[src/sac_pkg.sv]
// constants, field layout and types for the converter configuration and accumulator block
//
// Notes on behaviour
// - sar clock is the system clock divided by one plus the five-bit divider field, bits 7:3; divider 0 holds sar_clk high.
// - normal track mode: conversion starts at once on start-of-conversion when enabled.
// - delayed track mode: three sar clock cycles of tracking, then conversion starts.
// - burst off: accumulate bit 0 keeps latest result, 1 keeps running sum.
// - accumulate enable is write-only and always reads back as zero.
// - shift-justify codes 0-3 right justify shifted by 0-3, code 4 left justifies.
// - in burst the repeat code 0-5 selects 1, 4, 8, 16, 32 or 64 conversions.
// - burst enable 0 selects single conversions, 1 selects burst operation.
// - done flag sets after a conversion or a whole burst, stays until cleared.
`default_nettype none

package sac_pkg;

    // ************************************************************
    // bus geometry
    // ************************************************************
    localparam int ADDR_W = 10;
    localparam int DATA_W = 32;
    localparam int REG_W = 8;

    // ************************************************************
    // register indices, byte address is four times the index
    // ************************************************************
    localparam logic [7:0] IDX_ACC_CFG = 8'hba;
    localparam logic [7:0] IDX_CONV_CFG = 8'hbc;
    localparam logic [7:0] IDX_RES_LOW = 8'hbd;
    localparam logic [7:0] IDX_RES_HIGH = 8'hbe;
    localparam logic [7:0] IDX_CONTROL = 8'hc0;
    localparam logic [7:0] IDX_STATUS = 8'hc1;
    localparam logic [7:0] IDX_MASK = 8'hc2;

    // ************************************************************
    // field positions
    // ************************************************************
    localparam int CFG_DIV_LSB = 3;
    localparam int CFG_DIV_W = 5;
    localparam int CFG_EIGHT_BIT = 2;
    localparam int CFG_TRACK = 1;
    localparam int CFG_GAIN = 0;
    localparam int ACC_AE = 6;
    localparam int ACC_SJ_LSB = 3;
    localparam int ACC_RPT_LSB = 0;
    localparam int CTL_ENABLE = 0;
    localparam int CTL_BURST = 1;
    localparam int CTL_START = 2;
    localparam int STS_DONE = 0;

    // ************************************************************
    // reset values
    // ************************************************************
    localparam logic [7:0] RST_CONV_CFG = 8'hf8;
    localparam logic [7:0] RST_ACC_CFG = 8'h00;
    localparam logic [1:0] RST_CONTROL = 2'h0;

    // ************************************************************
    // encodings and timing
    // ************************************************************
    localparam logic [2:0] SJ_LEFT = 3'h4;
    localparam int LEFT_SHIFT = 6;
    localparam int TRACK_SAR_CYCLES = 3;
    localparam int CLK_PERIOD_NS = 40;

    typedef enum logic [2:0] {
        st_idle = 3'b001,
        st_track = 3'b010,
        st_convert = 3'b100
    } sac_state_type;

    // repeat code to number of conversions, reserved codes give one
    function automatic logic [6:0] sac_repeat_total(input logic [2:0] code);
        unique case (code)
            3'h1: sac_repeat_total = 7'h04;
            3'h2: sac_repeat_total = 7'h08;
            3'h3: sac_repeat_total = 7'h10;
            3'h4: sac_repeat_total = 7'h20;
            3'h5: sac_repeat_total = 7'h40;
            default: sac_repeat_total = 7'h01;
        endcase
    endfunction : sac_repeat_total

endpackage : sac_pkg

`default_nettype wire

[src/sac_config_accum.sv]
// apb slave with converter configuration, sequencing and result accumulator
`default_nettype none

module sac_config_accum (
    input wire logic pclk,
    input wire logic presetn,
    input wire logic [sac_pkg::ADDR_W-1:0] paddr,
    input wire logic psel,
    input wire logic penable,
    input wire logic pwrite,
    input wire logic [sac_pkg::DATA_W-1:0] pwdata,
    input wire logic [3:0] pstrb,
    output logic [sac_pkg::DATA_W-1:0] prdata,
    output logic pready,
    output logic pslverr,
    output logic irq,
    input wire logic soc_pulse,
    input wire logic core_done,
    input wire logic [9:0] core_result,
    output logic conv_start,
    output logic conv_track,
    output logic sar_clk,
    output logic eight_bit_mode_select,
    output logic amplifier_gain_select,
    output logic busy
);
    import sac_pkg::*;

    // ************************************************************
    // declarations
    // ************************************************************
    logic [REG_W-1:0] conv_cfg;
    logic [2:0] shift_justify_select;
    logic [2:0] repeat_count;
    logic accumulate_enable;
    logic enable;
    logic burst_mode_enable;
    logic conversion_done_flag;
    logic done_mask;
    logic [15:0] acc;
    logic [15:0] fmt;
    logic [15:0] sample;
    logic [6:0] burst_left;
    logic [1:0] track_cnt;
    logic sar_tick;
    logic track_mode_select;
    sac_state_type state;
    logic setup;
    logic wr;
    logic [7:0] idx;
    logic mapped;
    logic [REG_W-1:0] rd_byte;
    logic sw_start;
    logic start_req;
    logic more;
    logic launch;
    logic to_track;
    logic done_set;

    assign idx = paddr[ADDR_W-1:2];
    assign setup = psel && !penable;
    assign wr = psel && penable && pwrite && pready && pstrb[0];
    assign pready = 1'b1;
    assign eight_bit_mode_select = conv_cfg[CFG_EIGHT_BIT];
    assign track_mode_select = conv_cfg[CFG_TRACK];
    assign amplifier_gain_select = conv_cfg[CFG_GAIN];
    assign busy = (state != st_idle);
    assign conv_track = (state == st_track);
    assign irq = conversion_done_flag && done_mask;

    // ************************************************************
    // sar clock
    // ************************************************************
    sac_sar_divider u_div (
        .pclk(pclk),
        .presetn(presetn),
        .divider(conv_cfg[CFG_DIV_LSB +: CFG_DIV_W]),
        .sar_clk(sar_clk),
        .sar_tick(sar_tick)
    );

    // width of the sample follows the resolution the core was set to
    assign sample = eight_bit_mode_select ? {8'h00, core_result[7:0]} : {6'h00, core_result};

    // read formatting, reserved codes read unshifted
    always_comb begin
        if (shift_justify_select == SJ_LEFT) begin
            fmt = acc << LEFT_SHIFT;
        end else if (shift_justify_select < SJ_LEFT) begin
            fmt = acc >> shift_justify_select;
        end else begin
            fmt = acc;
        end
    end

    // ************************************************************
    // sequencing
    // ************************************************************
    assign sw_start = wr && idx == IDX_CONTROL && pwdata[CTL_START];
    assign start_req = (soc_pulse || sw_start) && enable;
    assign more = burst_mode_enable && burst_left > 7'h01;
    assign launch = (state == st_idle && start_req && !track_mode_select)
        || (state == st_track && sar_tick && track_cnt == 2'(TRACK_SAR_CYCLES - 1))
        || (state == st_convert && core_done && more && !track_mode_select);
    assign to_track = (state == st_idle && start_req && track_mode_select)
        || (state == st_convert && core_done && more && track_mode_select);
    assign done_set = state == st_convert && core_done && !more;

    // state register
    always_ff @(posedge pclk or negedge presetn) begin
        if (!presetn) begin
            state <= st_idle;
        end else if (launch) begin
            state <= st_convert;
        end else if (to_track) begin
            state <= st_track;
        end else if (done_set) begin
            state <= st_idle;
        end
    end

    // conversion start pulse to the core
    always_ff @(posedge pclk or negedge presetn) begin
        if (!presetn) begin
            conv_start <= 1'b0;
        end else begin
            conv_start <= launch;
        end
    end

    // tracking time counted in sar clock ticks
    always_ff @(posedge pclk or negedge presetn) begin
        if (!presetn) begin
            track_cnt <= 2'h0;
        end else if (state != st_track) begin
            track_cnt <= 2'h0;
        end else if (sar_tick) begin
            track_cnt <= track_cnt + 2'h1;
        end
    end

    // conversions left in the burst; repeat code ignored when burst is off
    always_ff @(posedge pclk or negedge presetn) begin
        if (!presetn) begin
            burst_left <= 7'h01;
        end else if (state == st_idle && start_req) begin
            burst_left <= burst_mode_enable ? sac_repeat_total(repeat_count) : 7'h01;
        end else if (state == st_convert && core_done) begin
            burst_left <= burst_left - 7'h01;
        end
    end

    // ************************************************************
    // accumulator, hardware update wins over a software byte write
    // ************************************************************
    always_ff @(posedge pclk or negedge presetn) begin
        if (!presetn) begin
            acc <= 16'h0000;
        end else if (state == st_convert && core_done) begin
            if (burst_mode_enable || accumulate_enable) begin
                acc <= acc + sample;
            end else begin
                acc <= sample;
            end
        end else if (state == st_idle && start_req && burst_mode_enable) begin
            acc <= 16'h0000;
        end else if (wr && idx == IDX_RES_LOW) begin
            acc[7:0] <= pwdata[7:0];
        end else if (wr && idx == IDX_RES_HIGH) begin
            acc[15:8] <= pwdata[7:0];
        end
    end

    // ************************************************************
    // configuration registers
    // ************************************************************
    always_ff @(posedge pclk or negedge presetn) begin
        if (!presetn) begin
            conv_cfg <= RST_CONV_CFG;
        end else if (wr && idx == IDX_CONV_CFG) begin
            conv_cfg <= pwdata[REG_W-1:0];
        end
    end

    // accumulate enable is kept but never driven onto the read path
    always_ff @(posedge pclk or negedge presetn) begin
        if (!presetn) begin
            accumulate_enable <= RST_ACC_CFG[ACC_AE];
            shift_justify_select <= RST_ACC_CFG[ACC_SJ_LSB +: 3];
            repeat_count <= RST_ACC_CFG[ACC_RPT_LSB +: 3];
        end else if (wr && idx == IDX_ACC_CFG) begin
            accumulate_enable <= pwdata[ACC_AE];
            shift_justify_select <= pwdata[ACC_SJ_LSB +: 3];
            repeat_count <= pwdata[ACC_RPT_LSB +: 3];
        end
    end

    // control: enable and burst select
    always_ff @(posedge pclk or negedge presetn) begin
        if (!presetn) begin
            {burst_mode_enable, enable} <= RST_CONTROL;
        end else if (wr && idx == IDX_CONTROL) begin
            enable <= pwdata[CTL_ENABLE];
            burst_mode_enable <= pwdata[CTL_BURST];
        end
    end

    // done flag, write one to clear, a new completion beats the clear
    always_ff @(posedge pclk or negedge presetn) begin
        if (!presetn) begin
            conversion_done_flag <= 1'b0;
        end else if (done_set) begin
            conversion_done_flag <= 1'b1;
        end else if (wr && idx == IDX_STATUS && pwdata[STS_DONE]) begin
            conversion_done_flag <= 1'b0;
        end
    end

    // interrupt mask
    always_ff @(posedge pclk or negedge presetn) begin
        if (!presetn) begin
            done_mask <= 1'b0;
        end else if (wr && idx == IDX_MASK) begin
            done_mask <= pwdata[STS_DONE];
        end
    end

    // ************************************************************
    // read path, sampled in the setup cycle for a zero-wait answer
    // ************************************************************
    always_comb begin
        mapped = 1'b1;
        rd_byte = 8'h00;
        unique case (idx)
            IDX_CONV_CFG: rd_byte = conv_cfg;
            IDX_ACC_CFG: rd_byte = {2'h0, shift_justify_select, repeat_count};
            IDX_RES_LOW: rd_byte = fmt[7:0];
            IDX_RES_HIGH: rd_byte = fmt[15:8];
            IDX_CONTROL: rd_byte = {5'h00, busy, burst_mode_enable, enable};
            IDX_STATUS: rd_byte = {7'h00, conversion_done_flag};
            IDX_MASK: rd_byte = {7'h00, done_mask};
            default: mapped = 1'b0;
        endcase
    end

    // read data and error answer stand through the access cycle
    always_ff @(posedge pclk or negedge presetn) begin
        if (!presetn) begin
            prdata <= 32'h0000_0000;
            pslverr <= 1'b0;
        end else if (setup) begin
            prdata <= pwrite ? 32'h0000_0000 : {24'h00_0000, rd_byte};
            pslverr <= !mapped;
        end else if (!psel) begin
            pslverr <= 1'b0;
        end
    end

    // ************************************************************
    // checks
    // ************************************************************
    a_normal_start: assert property (@(posedge pclk) disable iff (!presetn)
        state == st_idle && start_req && !track_mode_select |=> conv_start)
        else $error("normal track start did not launch at once");

    a_delayed_start: assert property (@(posedge pclk) disable iff (!presetn)
        state == st_idle && start_req && track_mode_select |=> !conv_start ##0 state == st_track)
        else $error("delayed track start launched without tracking");

    a_track_length: assert property (@(posedge pclk) disable iff (!presetn)
        $rose(conv_start) && track_mode_select && $stable(track_mode_select)
        |-> $past(track_cnt, 1) == 2'(TRACK_SAR_CYCLES - 1))
        else $error("conversion began before three sar cycles of tracking");

    a_latest_only: assert property (@(posedge pclk) disable iff (!presetn)
        state == st_convert && core_done && !burst_mode_enable && !accumulate_enable
        |=> acc == $past(sample))
        else $error("latest result not held");

    a_eight_bit: assert property (@(posedge pclk) disable iff (!presetn)
        state == st_convert && core_done && !burst_mode_enable && !accumulate_enable && eight_bit_mode_select
        |=> acc[15:8] == 8'h00)
        else $error("eight bit result wider than eight bits");

    a_running_sum: assert property (@(posedge pclk) disable iff (!presetn)
        state == st_convert && core_done && (accumulate_enable || burst_mode_enable)
        |=> acc == $past(acc) + $past(sample))
        else $error("accumulator did not add the sample");

    a_ae_reads_zero: assert property (@(posedge pclk) disable iff (!presetn)
        setup && !pwrite && idx == IDX_ACC_CFG |=> prdata[ACC_AE] == 1'b0 && prdata[7] == 1'b0)
        else $error("accumulate enable visible on read");

    a_left_justify: assert property (@(posedge pclk) disable iff (!presetn)
        setup && !pwrite && idx == IDX_RES_LOW && shift_justify_select == SJ_LEFT
        |=> prdata[5:0] == 6'h00)
        else $error("left justified low bits not zero");

    a_burst_count: assert property (@(posedge pclk) disable iff (!presetn)
        done_set && burst_mode_enable |-> burst_left == 7'h01)
        else $error("burst ended before its count");

    a_done_sticky: assert property (@(posedge pclk) disable iff (!presetn)
        done_set |=> conversion_done_flag ##1 (conversion_done_flag || $past(wr && idx == IDX_STATUS)))
        else $error("done flag not held until cleared");

    c_burst_done: cover property (@(posedge pclk) disable iff (!presetn) done_set && burst_mode_enable);
    c_track_conv: cover property (@(posedge pclk) disable iff (!presetn) conv_start && track_mode_select);
    c_accumulate: cover property (@(posedge pclk) disable iff (!presetn)
        core_done && accumulate_enable && !burst_mode_enable);
    c_irq_clear: cover property (@(posedge pclk) disable iff (!presetn) $fell(irq));

endmodule : sac_config_accum

`default_nettype wire

[src/sac_sar_divider.sv]
// sar conversion clock divider from the system clock
`default_nettype none

module sac_sar_divider (
    input wire logic pclk,
    input wire logic presetn,
    input wire logic [sac_pkg::CFG_DIV_W-1:0] divider,
    output logic sar_clk,
    output logic sar_tick
);
    import sac_pkg::*;

    logic [CFG_DIV_W-1:0] cnt;
    logic [CFG_DIV_W-1:0] next_cnt;
    logic wrap;

    // period is divider plus one system clocks; a shrinking divider wraps early
    assign wrap = (cnt >= divider);
    assign next_cnt = wrap ? '0 : cnt + 1'b1;

    // ************************************************************
    // counter and outputs
    // ************************************************************
    always_ff @(posedge pclk or negedge presetn) begin
        if (!presetn) begin
            cnt <= '0;
            sar_tick <= 1'b0;
            sar_clk <= 1'b0;
        end else begin
            cnt <= next_cnt;
            sar_tick <= wrap;
            sar_clk <= (next_cnt <= (divider >> 1));
        end
    end

    a_tick_spacing: assert property (@(posedge pclk) disable iff (!presetn)
        sar_tick && divider != '0 && $stable(divider) |=> !sar_tick)
        else $error("sar tick repeated with nonzero divider");

endmodule : sac_sar_divider

`default_nettype wire

[config.mk]
export PLATFORM = sky130hd
export DESIGN_NAME = sac_config_accum
export DESIGN_NICKNAME = d
export VERILOG_FILES = /design/src/sac_pkg.sv /design/src/sac_config_accum.sv /design/src/sac_sar_divider.sv
export SDC_FILE = /design/constraint.sdc
export NUM_CORES = 1
export LEC_CHECK = 0
export BUFFER_PORTS_ARGS = -buffer_cell sky130_fd_sc_hd__clkbuf_2
export CAP_MARGIN = 15
export CORE_UTILIZATION = 35
export DETAILED_ROUTE_END_ITERATION = 10
export PLACE_DENSITY = 0.58
export SYNTH_ARGS = -nofsm -noshare
export SYNTH_HDL_FRONTEND = slang
export SYNTH_HIERARCHICAL = 1
export SYNTH_SLANG_ARGS = --single-unit
[constraint.sdc]
create_clock -name pclk -period 2.95 [get_ports pclk]
set_input_delay 0.295 -clock pclk [delete_from_list [all_inputs] [get_ports pclk]]
set_output_delay 0.295 -clock pclk [all_outputs]
set_load 0.05 [all_outputs]
==> results.yml, run 1 <==
sta:
  period_share_pct: 86.6
  final_max_slew_viol_count: 0
  setup_viol: 0
  worst_pin_slew_ns: 0.814
  tns_ns: 0
  grt_setup_unrepaired: "no"
  hold_viol_final: 0
  fin_skew_ns: 0.0101
  hold_slack_ns: 0.218
  slew_headroom_pct: 45.6
  fin_crit_ns: 2.55
  fmax_ghz: 0.392
synthesis:
  synth-edff-count: 0
  synth_area_per_cell_um2: 8.85
  seq_area_frac_synth_pct: 33.3
  synth_area_leaders: "dfrtp_1 29%, ha_1 5.9%, mux2_2 4.7%, buf_4 3.9%, a21oi_1 3.8%"
  synth-main-ff-cell: "dfrtp_1"
  synthDominantCellAreaShare_pct: 29.5
  yosysTopAreaCell: "dfrtp_1"
  synthArstFlopShare_pct: 100
  yosysWarnings: 6
  syn-cell-area_mm2: 0.00484
  synth_seq_cells: 64
  synth_cells: 547
  synth.distinct_cells: 77
global_route:
  antenna_found_initial: 0
  grt_usage_pct: 19.2
  grt_pass1_vias: 4090
  grt-ovfl-total: 0
  grt_pass1_wl_mm: 21.4
  grt_max_degree: 37
route:
  vias: 4413
  drtIter0Drc: 364
  drt_pass1_iterations: 5
  final_antenna_net_count: 0
  met1Wirelength_mm: 6.28
  drcViolationCount: 0
  wl_met2_mm: 5.98
  met3WireLength_um: 917
  wl_per_cell_um: 17.2
  wl_mm: 13.4
  viasPerCell: 5.67
  highest_layer: "met4"
floorplanning:
  start_util_pct: 36.3
  row_count: 42
  pin_count: 104
  dieArea_mm2: 0.0143
  die_width_um: 120
  core_mm2: 0.0133
  die_height_um: 120
clock_network:
  cts_setup_buffers: 0
  post_cts_resize_count: 0
  cts_made_buffers: 9
  clock_latency_ns: 0.33
  cts_tree: "built"
  clock_path_buffers: 2
  clock_sinks: 64
  cts_max_level: 3
  clkSlewWorstSetupHoldPaths_ns: 0.06
  cts-root-buf: "clkbuf_16"
cells_and_area:
  antenna_cells: 0
  finish.net_count: 684
  layout_commonest_cell: "dfrtp_1"
  final_cell_mix: "57 x dfrtp_1, 49 x clkbuf_2, 48 x nor2_1"
  syn_to_final_growth_pct: 13.9
  drive_gt1_share_pct: 20.1
worst_setup_path:
  cpPeakStageDelay_ns: 0.46
  cp_slowest_cell: "dfrtp_1"
  worstPathCellList: "ha_1 > inv_1 > fa_1 > nor2b_1 > o2111ai_1 > a311o_1 > a21oi_1 > xnor2_1 > o22ai_1"
  worstPathArrival_ns: 2.74
  path_max_fanout: 5
  cp-end-kind: "flop"
  critPathRequiredTime_ns: 3.14
  cp-start-kind: "flop"
  crit_type: "flop to flop"
placed_design:
  hpwl_mm: 10.3
  gp_congestion: 0.910
  port_buffers: 49
flow_run:
  drv_cap: 0
pwr:
  p_per_area_mw_per_mm2: 420
  total_leakage_power_nw: 2.48
  vdd_drop_max_mv: 0.252
worst_hold_path:
  hold_class: "primary input to flop"
outcome:
  outcome: "finished clean"
[area by class of cell]
cell class	instances	area (um2)
tap	176	220
multi-input combinational	430	2920
clock inverter	5	56.3
inverter	27	101
sequential	64	1610
clock buffer	11	243
timing repair buffer	65	368
fill	1338	7830
[sequential cells by signal (all words and copies together) (netlist names), 2 cells and up]
signal                flops
acc                      16
burst_left                7
conv_cfg                  8
prdata                    8
repeat_count              3
shift_justify_select      3
state                     3
track_cnt                 2
u_div/cnt                 5
[power by group]
part	internal (W)	switching, W	total, W	leakage (nW)
registers	0.000894	0.0000299	0.000924	0.820
clock network	0.000675	0.000394	0.00107	0.145
logic	0.000103	0.000222	0.000324	1.51
total	0.00167	0.000646	0.00232	2.48
[critical path, delay by kind of cell (launching register included)]
kind                     cells  cell delay, ns
AO/OA/AOI/OAI                4            0.90
XOR/XNOR                     1            0.14
adder cells (fa/ha/maj)      2            0.64
buffers and inverters        1            0.07
flip-flops                   1            0.46
AND/OR/NAND/NOR              1            0.21
[metal layers]
metal / track usage (%) / vias to the layer above
met2: 29.7 / 181
met3: 3.33 / 14
li1: - / 2078
met1: 27.5 / 2140
met5: 0 / -
met4: 5.23 / 0
[timing repair]
item                                    CTS  global route
hold buffers                              1             0
endpoints found under the setup margin    0             0
hold endpoints to repair                  6             0
[synthesized netlist by cell type (all sizes together), types with 3 or more instances]
library cell,number
buf,35
a22oi,9
o31ai,3
o21a,4
a21o,5
nor3,16
ha,23
a22o,6
a211oi,7
a221oi,9
mux2i,13
o22ai,4
nor2,48
nand2,41
mux2,20
nor4,3
a31oi,3
a32o,4
nor2b,11
and3,3
nand2b,10
clkbuf,14
inv,26
a221o,4
or2,3
nand3,10
xnor2,12
nand4,9
dfstp,7
a222oi,5
o21ai,33
or3,5
xor2,8
a21oi,37
dfrtp,57
o311ai,4
[through the flow]
stage	setup slack, ns	util (%)	instances	cell area (um2)	power, W
floorplan	0.689	-	570	4930	0.00118
global placement	0.509	39.0	761	5210	0.00125
detailed placement	0.482	39.0	761	5210	0.00126
CTS	0.456	41.3	778	5520	0.00234
global route	0.289	41.3	778	5520	0.00241
finish	0.397	41.3	778	5520	0.00232
[final timing paths]
path / depth (start not counted) / endpoint / slack, ns / startpoint
worst min-delay path: 2 / acc[7] / 0.22 / core_result[7]
min in group asynchronous: 3 / u_div/cnt[2] / 0.51 / presetn
max in group asynchronous: 3 / burst_left[0] / 2.02 / presetn
worst min register to register: 1 / u_div/cnt[0] / 0.50 / u_div/cnt[0]
worst max-delay path: 9 / acc[12] / 0.40 / acc[0]
worst max register to register: 9 / acc[12] / 0.40 / acc[0]
[cells by family (layout without fill, tap and decap cells)]
family,after synthesis,after routing,synth area share [%]
xor gates and xnor gates,20,20,3.62
and+or+nand+nor,171,171,18.0
other,2,25,0.155
buffers and inverters,76,108,8.27
AOI/OAI and AO/OA,156,156,22.5
DFF,64,64,33.3
muxes,34,34,7.81
adders and majority gates,24,24,6.36
No activity file was read; power rests on OpenSTA's default activity.
==> run 2: changes to the inputs <==
--- a/config.mk
+++ b/config.mk
@@ -5,7 +5,7 @@
 export SDC_FILE = /design/constraint.sdc
 export NUM_CORES = 1
 export LEC_CHECK = 0
-export BUFFER_PORTS_ARGS = -buffer_cell sky130_fd_sc_hd__clkbuf_2
+export BUFFER_PORTS_ARGS = -buffer_cell sky130_fd_sc_hd__buf_2
 export CAP_MARGIN = 15
 export CORE_UTILIZATION = 35
 export DETAILED_ROUTE_END_ITERATION = 10
==> run 2 against run 1 <==
Compared with the run above: sequential power barely moved; worst setup slack improved by 0.054 ns; die area unchanged; critical path depth stayed put; clock skew is 0.0034 ns lower; utilization down 0.43 points; maximum frequency is 2.2% higher; non-clock buffer count decreased by 2; final area down 1.0%; wire length down 1.7%; flip-flop and latch count unchanged; count of clock-buffer cells in the layout rose by 3; critical path type unchanged; critical endpoint is now acc[14].
==> results.yml, run 2 (synthesized netlist as in run 1, its figures left out) <==
cells_and_area:
  final_cell_mix: "57 x dfrtp_1, 49 x buf_2, 48 x nor2_1"
  largest_reg_flops: 16
  antenna_cells: 0
  syn_to_final_growth_pct: 12.7
  post-route-util_pct: 40.9
  top_regs: "acc x16, conv_cfg x8, prdata x8"
  finish.net_count: 682
  regMostFlops: "acc"
  final_area_mm2: 0.00546
  nFillCells: 1359
  drive_gt1_share_pct: 19.4
  layout_commonest_cell: "dfrtp_1"
pwr:
  p_sw_w: 0.000613
  p_int_w: 0.00158
  p_per_area_mw_per_mm2: 402
  vdd_drop_max_mv: 0.262
  pwr-share-clk_pct: 43.3
  power_frac_comb_pct: 14.5
  pwr-share-seq_pct: 42.2
  total_leakage_power_nw: 2.45
  sw_frac_of_total_pct: 27.9
placed_design:
  gp_congestion: 0.896
  port_buffers: 49
  place_area_mm2: 0.00520
  hpwl_mm: 10.1
route:
  drcViolationCount: 0
  final_antenna_net_count: 0
  wl_mm: 13.1
  drt_pass1_iterations: 5
  wl_per_cell_um: 16.9
  drtIter0Drc: 374
  vias: 4307
  viasPerCell: 5.56
sta:
  fin_skew_ns: 0.00671
  tns_ns: 0
  grt_setup_unrepaired: "no"
  fmax_ghz: 0.400
  hold_viol_final: 0
  worst_pin_slew_ns: 0.827
  final_max_slew_viol_count: 0
  slew_headroom_pct: 44.9
  fin_crit_ns: 2.50
  period_share_pct: 84.7
  setup_viol: 0
clock_network:
  clock_sinks: 64
  clock_path_buffers: 2
  cts_made_buffers: 9
  clkSlewWorstSetupHoldPaths_ns: 0.06
  cts_tree: "built"
  cts_max_level: 3
  cts_setup_buffers: 0
  clock_latency_ns: 0.33
  post_cts_resize_count: 0
  ctsHoldBuffers: 0
  cts-root-buf: "clkbuf_16"
floorplanning:
  start_util_pct: 36.3
  row_count: 42
  dieArea_mm2: 0.0143
  pin_count: 104
  die_width_um: 120
  core_mm2: 0.0133
  die_height_um: 120
worst_setup_path:
  worstPathCellList: "ha_1 > inv_1 > fa_1 > nor2b_1 > o2111ai_1 > a311o_1 > a21oi_1 > xnor2_1 > o22ai_1"
  path_max_fanout: 5
  crit_type: "flop to flop"
  worstPathArrival_ns: 2.69
  critPathRequiredTime_ns: 3.15
  cpPeakStageDelay_ns: 0.44
  cp-start-kind: "flop"
  cp_slowest_cell: "dfrtp_1"
  cp-end-kind: "flop"
  path_buf_inv: 1
  cp_top_family: "compound AO/OA/AOI/OAI gates"
global_route:
  grt-ovfl-total: 0
  gr-usage-met1_pct: 27.8
  antenna_found_initial: 0
  grt_pass1_wl_mm: 21.2
  grt_usage_pct: 18.9
  grt_use_met3_pct: 2.42
  grt_pass1_vias: 4106
  grt-busiest-layer: "met2"
  grt_max_degree: 65
  met2_usage_pct: 28.4
outcome:
  outcome: "finished clean"
flow_run:
  drv_cap: 0
worst_hold_path:
  hold_class: "primary input to asynchronous set/reset pin"
run 2: changes by cell type in the layout (fill, tap and decap cells not counted), sizes merged:
cell | before | now
clkinv | 4 | 2
clkinvlp | 1 | 0
bufinv | 1 | 0
dlygate4sd3 | 1 | 0
buf | 15 | 63
clkbuf | 60 | 14
run 2: path summary, 6_finish.rpt:
kind / start / endpoint / slack (ns) / cells after the start
worst min-delay path: presetn / acc[15] / 0.14 / 2
worst max register to register: acc[0] / acc[14] / 0.45 / 9
max in group asynchronous: presetn / done_mask / 2.25 / 2
min in group pclk: pwrite / prdata[7] / 0.21 / 2
worst max-delay path: acc[0] / acc[14] / 0.45 / 9
worst min register to register: prdata[7] / prdata[7] / 0.47 / 2
run 2: final cells by class:
type | count | area, um2 | share of cell area [%]
Multi-Input combinational cell | 430 | 2920 | 53.4
Clock buffer | 14 | 254 | 4.65
Clock inverter | 1 | 5.00 | 0.0917
Inverter | 27 | 101 | 1.86
Tap cell | 176 | 220 | 4.03
Sequential cell | 64 | 1610 | 29.5
Timing Repair Buffer | 63 | 350 | 6.42
run 2: power by group through the flow:
stage / Sequential, W / Clock, W / Combinational [W]
CTS: 0.000923 / 0.000973 / 0.000318
detailed placement: 0.000938 / 0 / 0.000317
finish: 0.000925 / 0.000950 / 0.000318
global route: 0.000927 / 0.00100 / 0.000349
floorplan: 0.000932 / 0 / 0.000244
global placement: 0.000938 / 0 / 0.000312
run 2: worst reg2reg max path, cell delays in order (launching register included):
cell and delay [ns]:
dfrtp_1 0.44, ha_1 0.24, inv_1 0.07, fa_1 0.40, nor2b_1 0.20, o2111ai_1 0.16, a311o_1 0.42, a21oi_1 0.21
xnor2_1 0.13, o22ai_1 0.09
run 2: metal layers:
metal / up-vias / part of all wire (%)
met2: 174 / 44
met3: 16 / 6.5
met4: 0 / 1.4
met5: - / 0
li1: 2073 / -
met1: 2044 / 48
run 2: stage by stage:
| stage | hold WS (ns) | setup slack, ns | power [W] | cells |
|---|---|---|---|---|
| floorplan | -0.000591 | 0.689 | 0.00118 | 570 |
| global placement | 0.458 | 0.539 | 0.00125 | 760 |
| detailed placement | 0.465 | 0.465 | 0.00126 | 760 |
| CTS | 0.187 | 0.470 | 0.00221 | 775 |
| global route | 0.226 | 0.338 | 0.00228 | 775 |
| finish | 0.137 | 0.451 | 0.00219 | 775 |
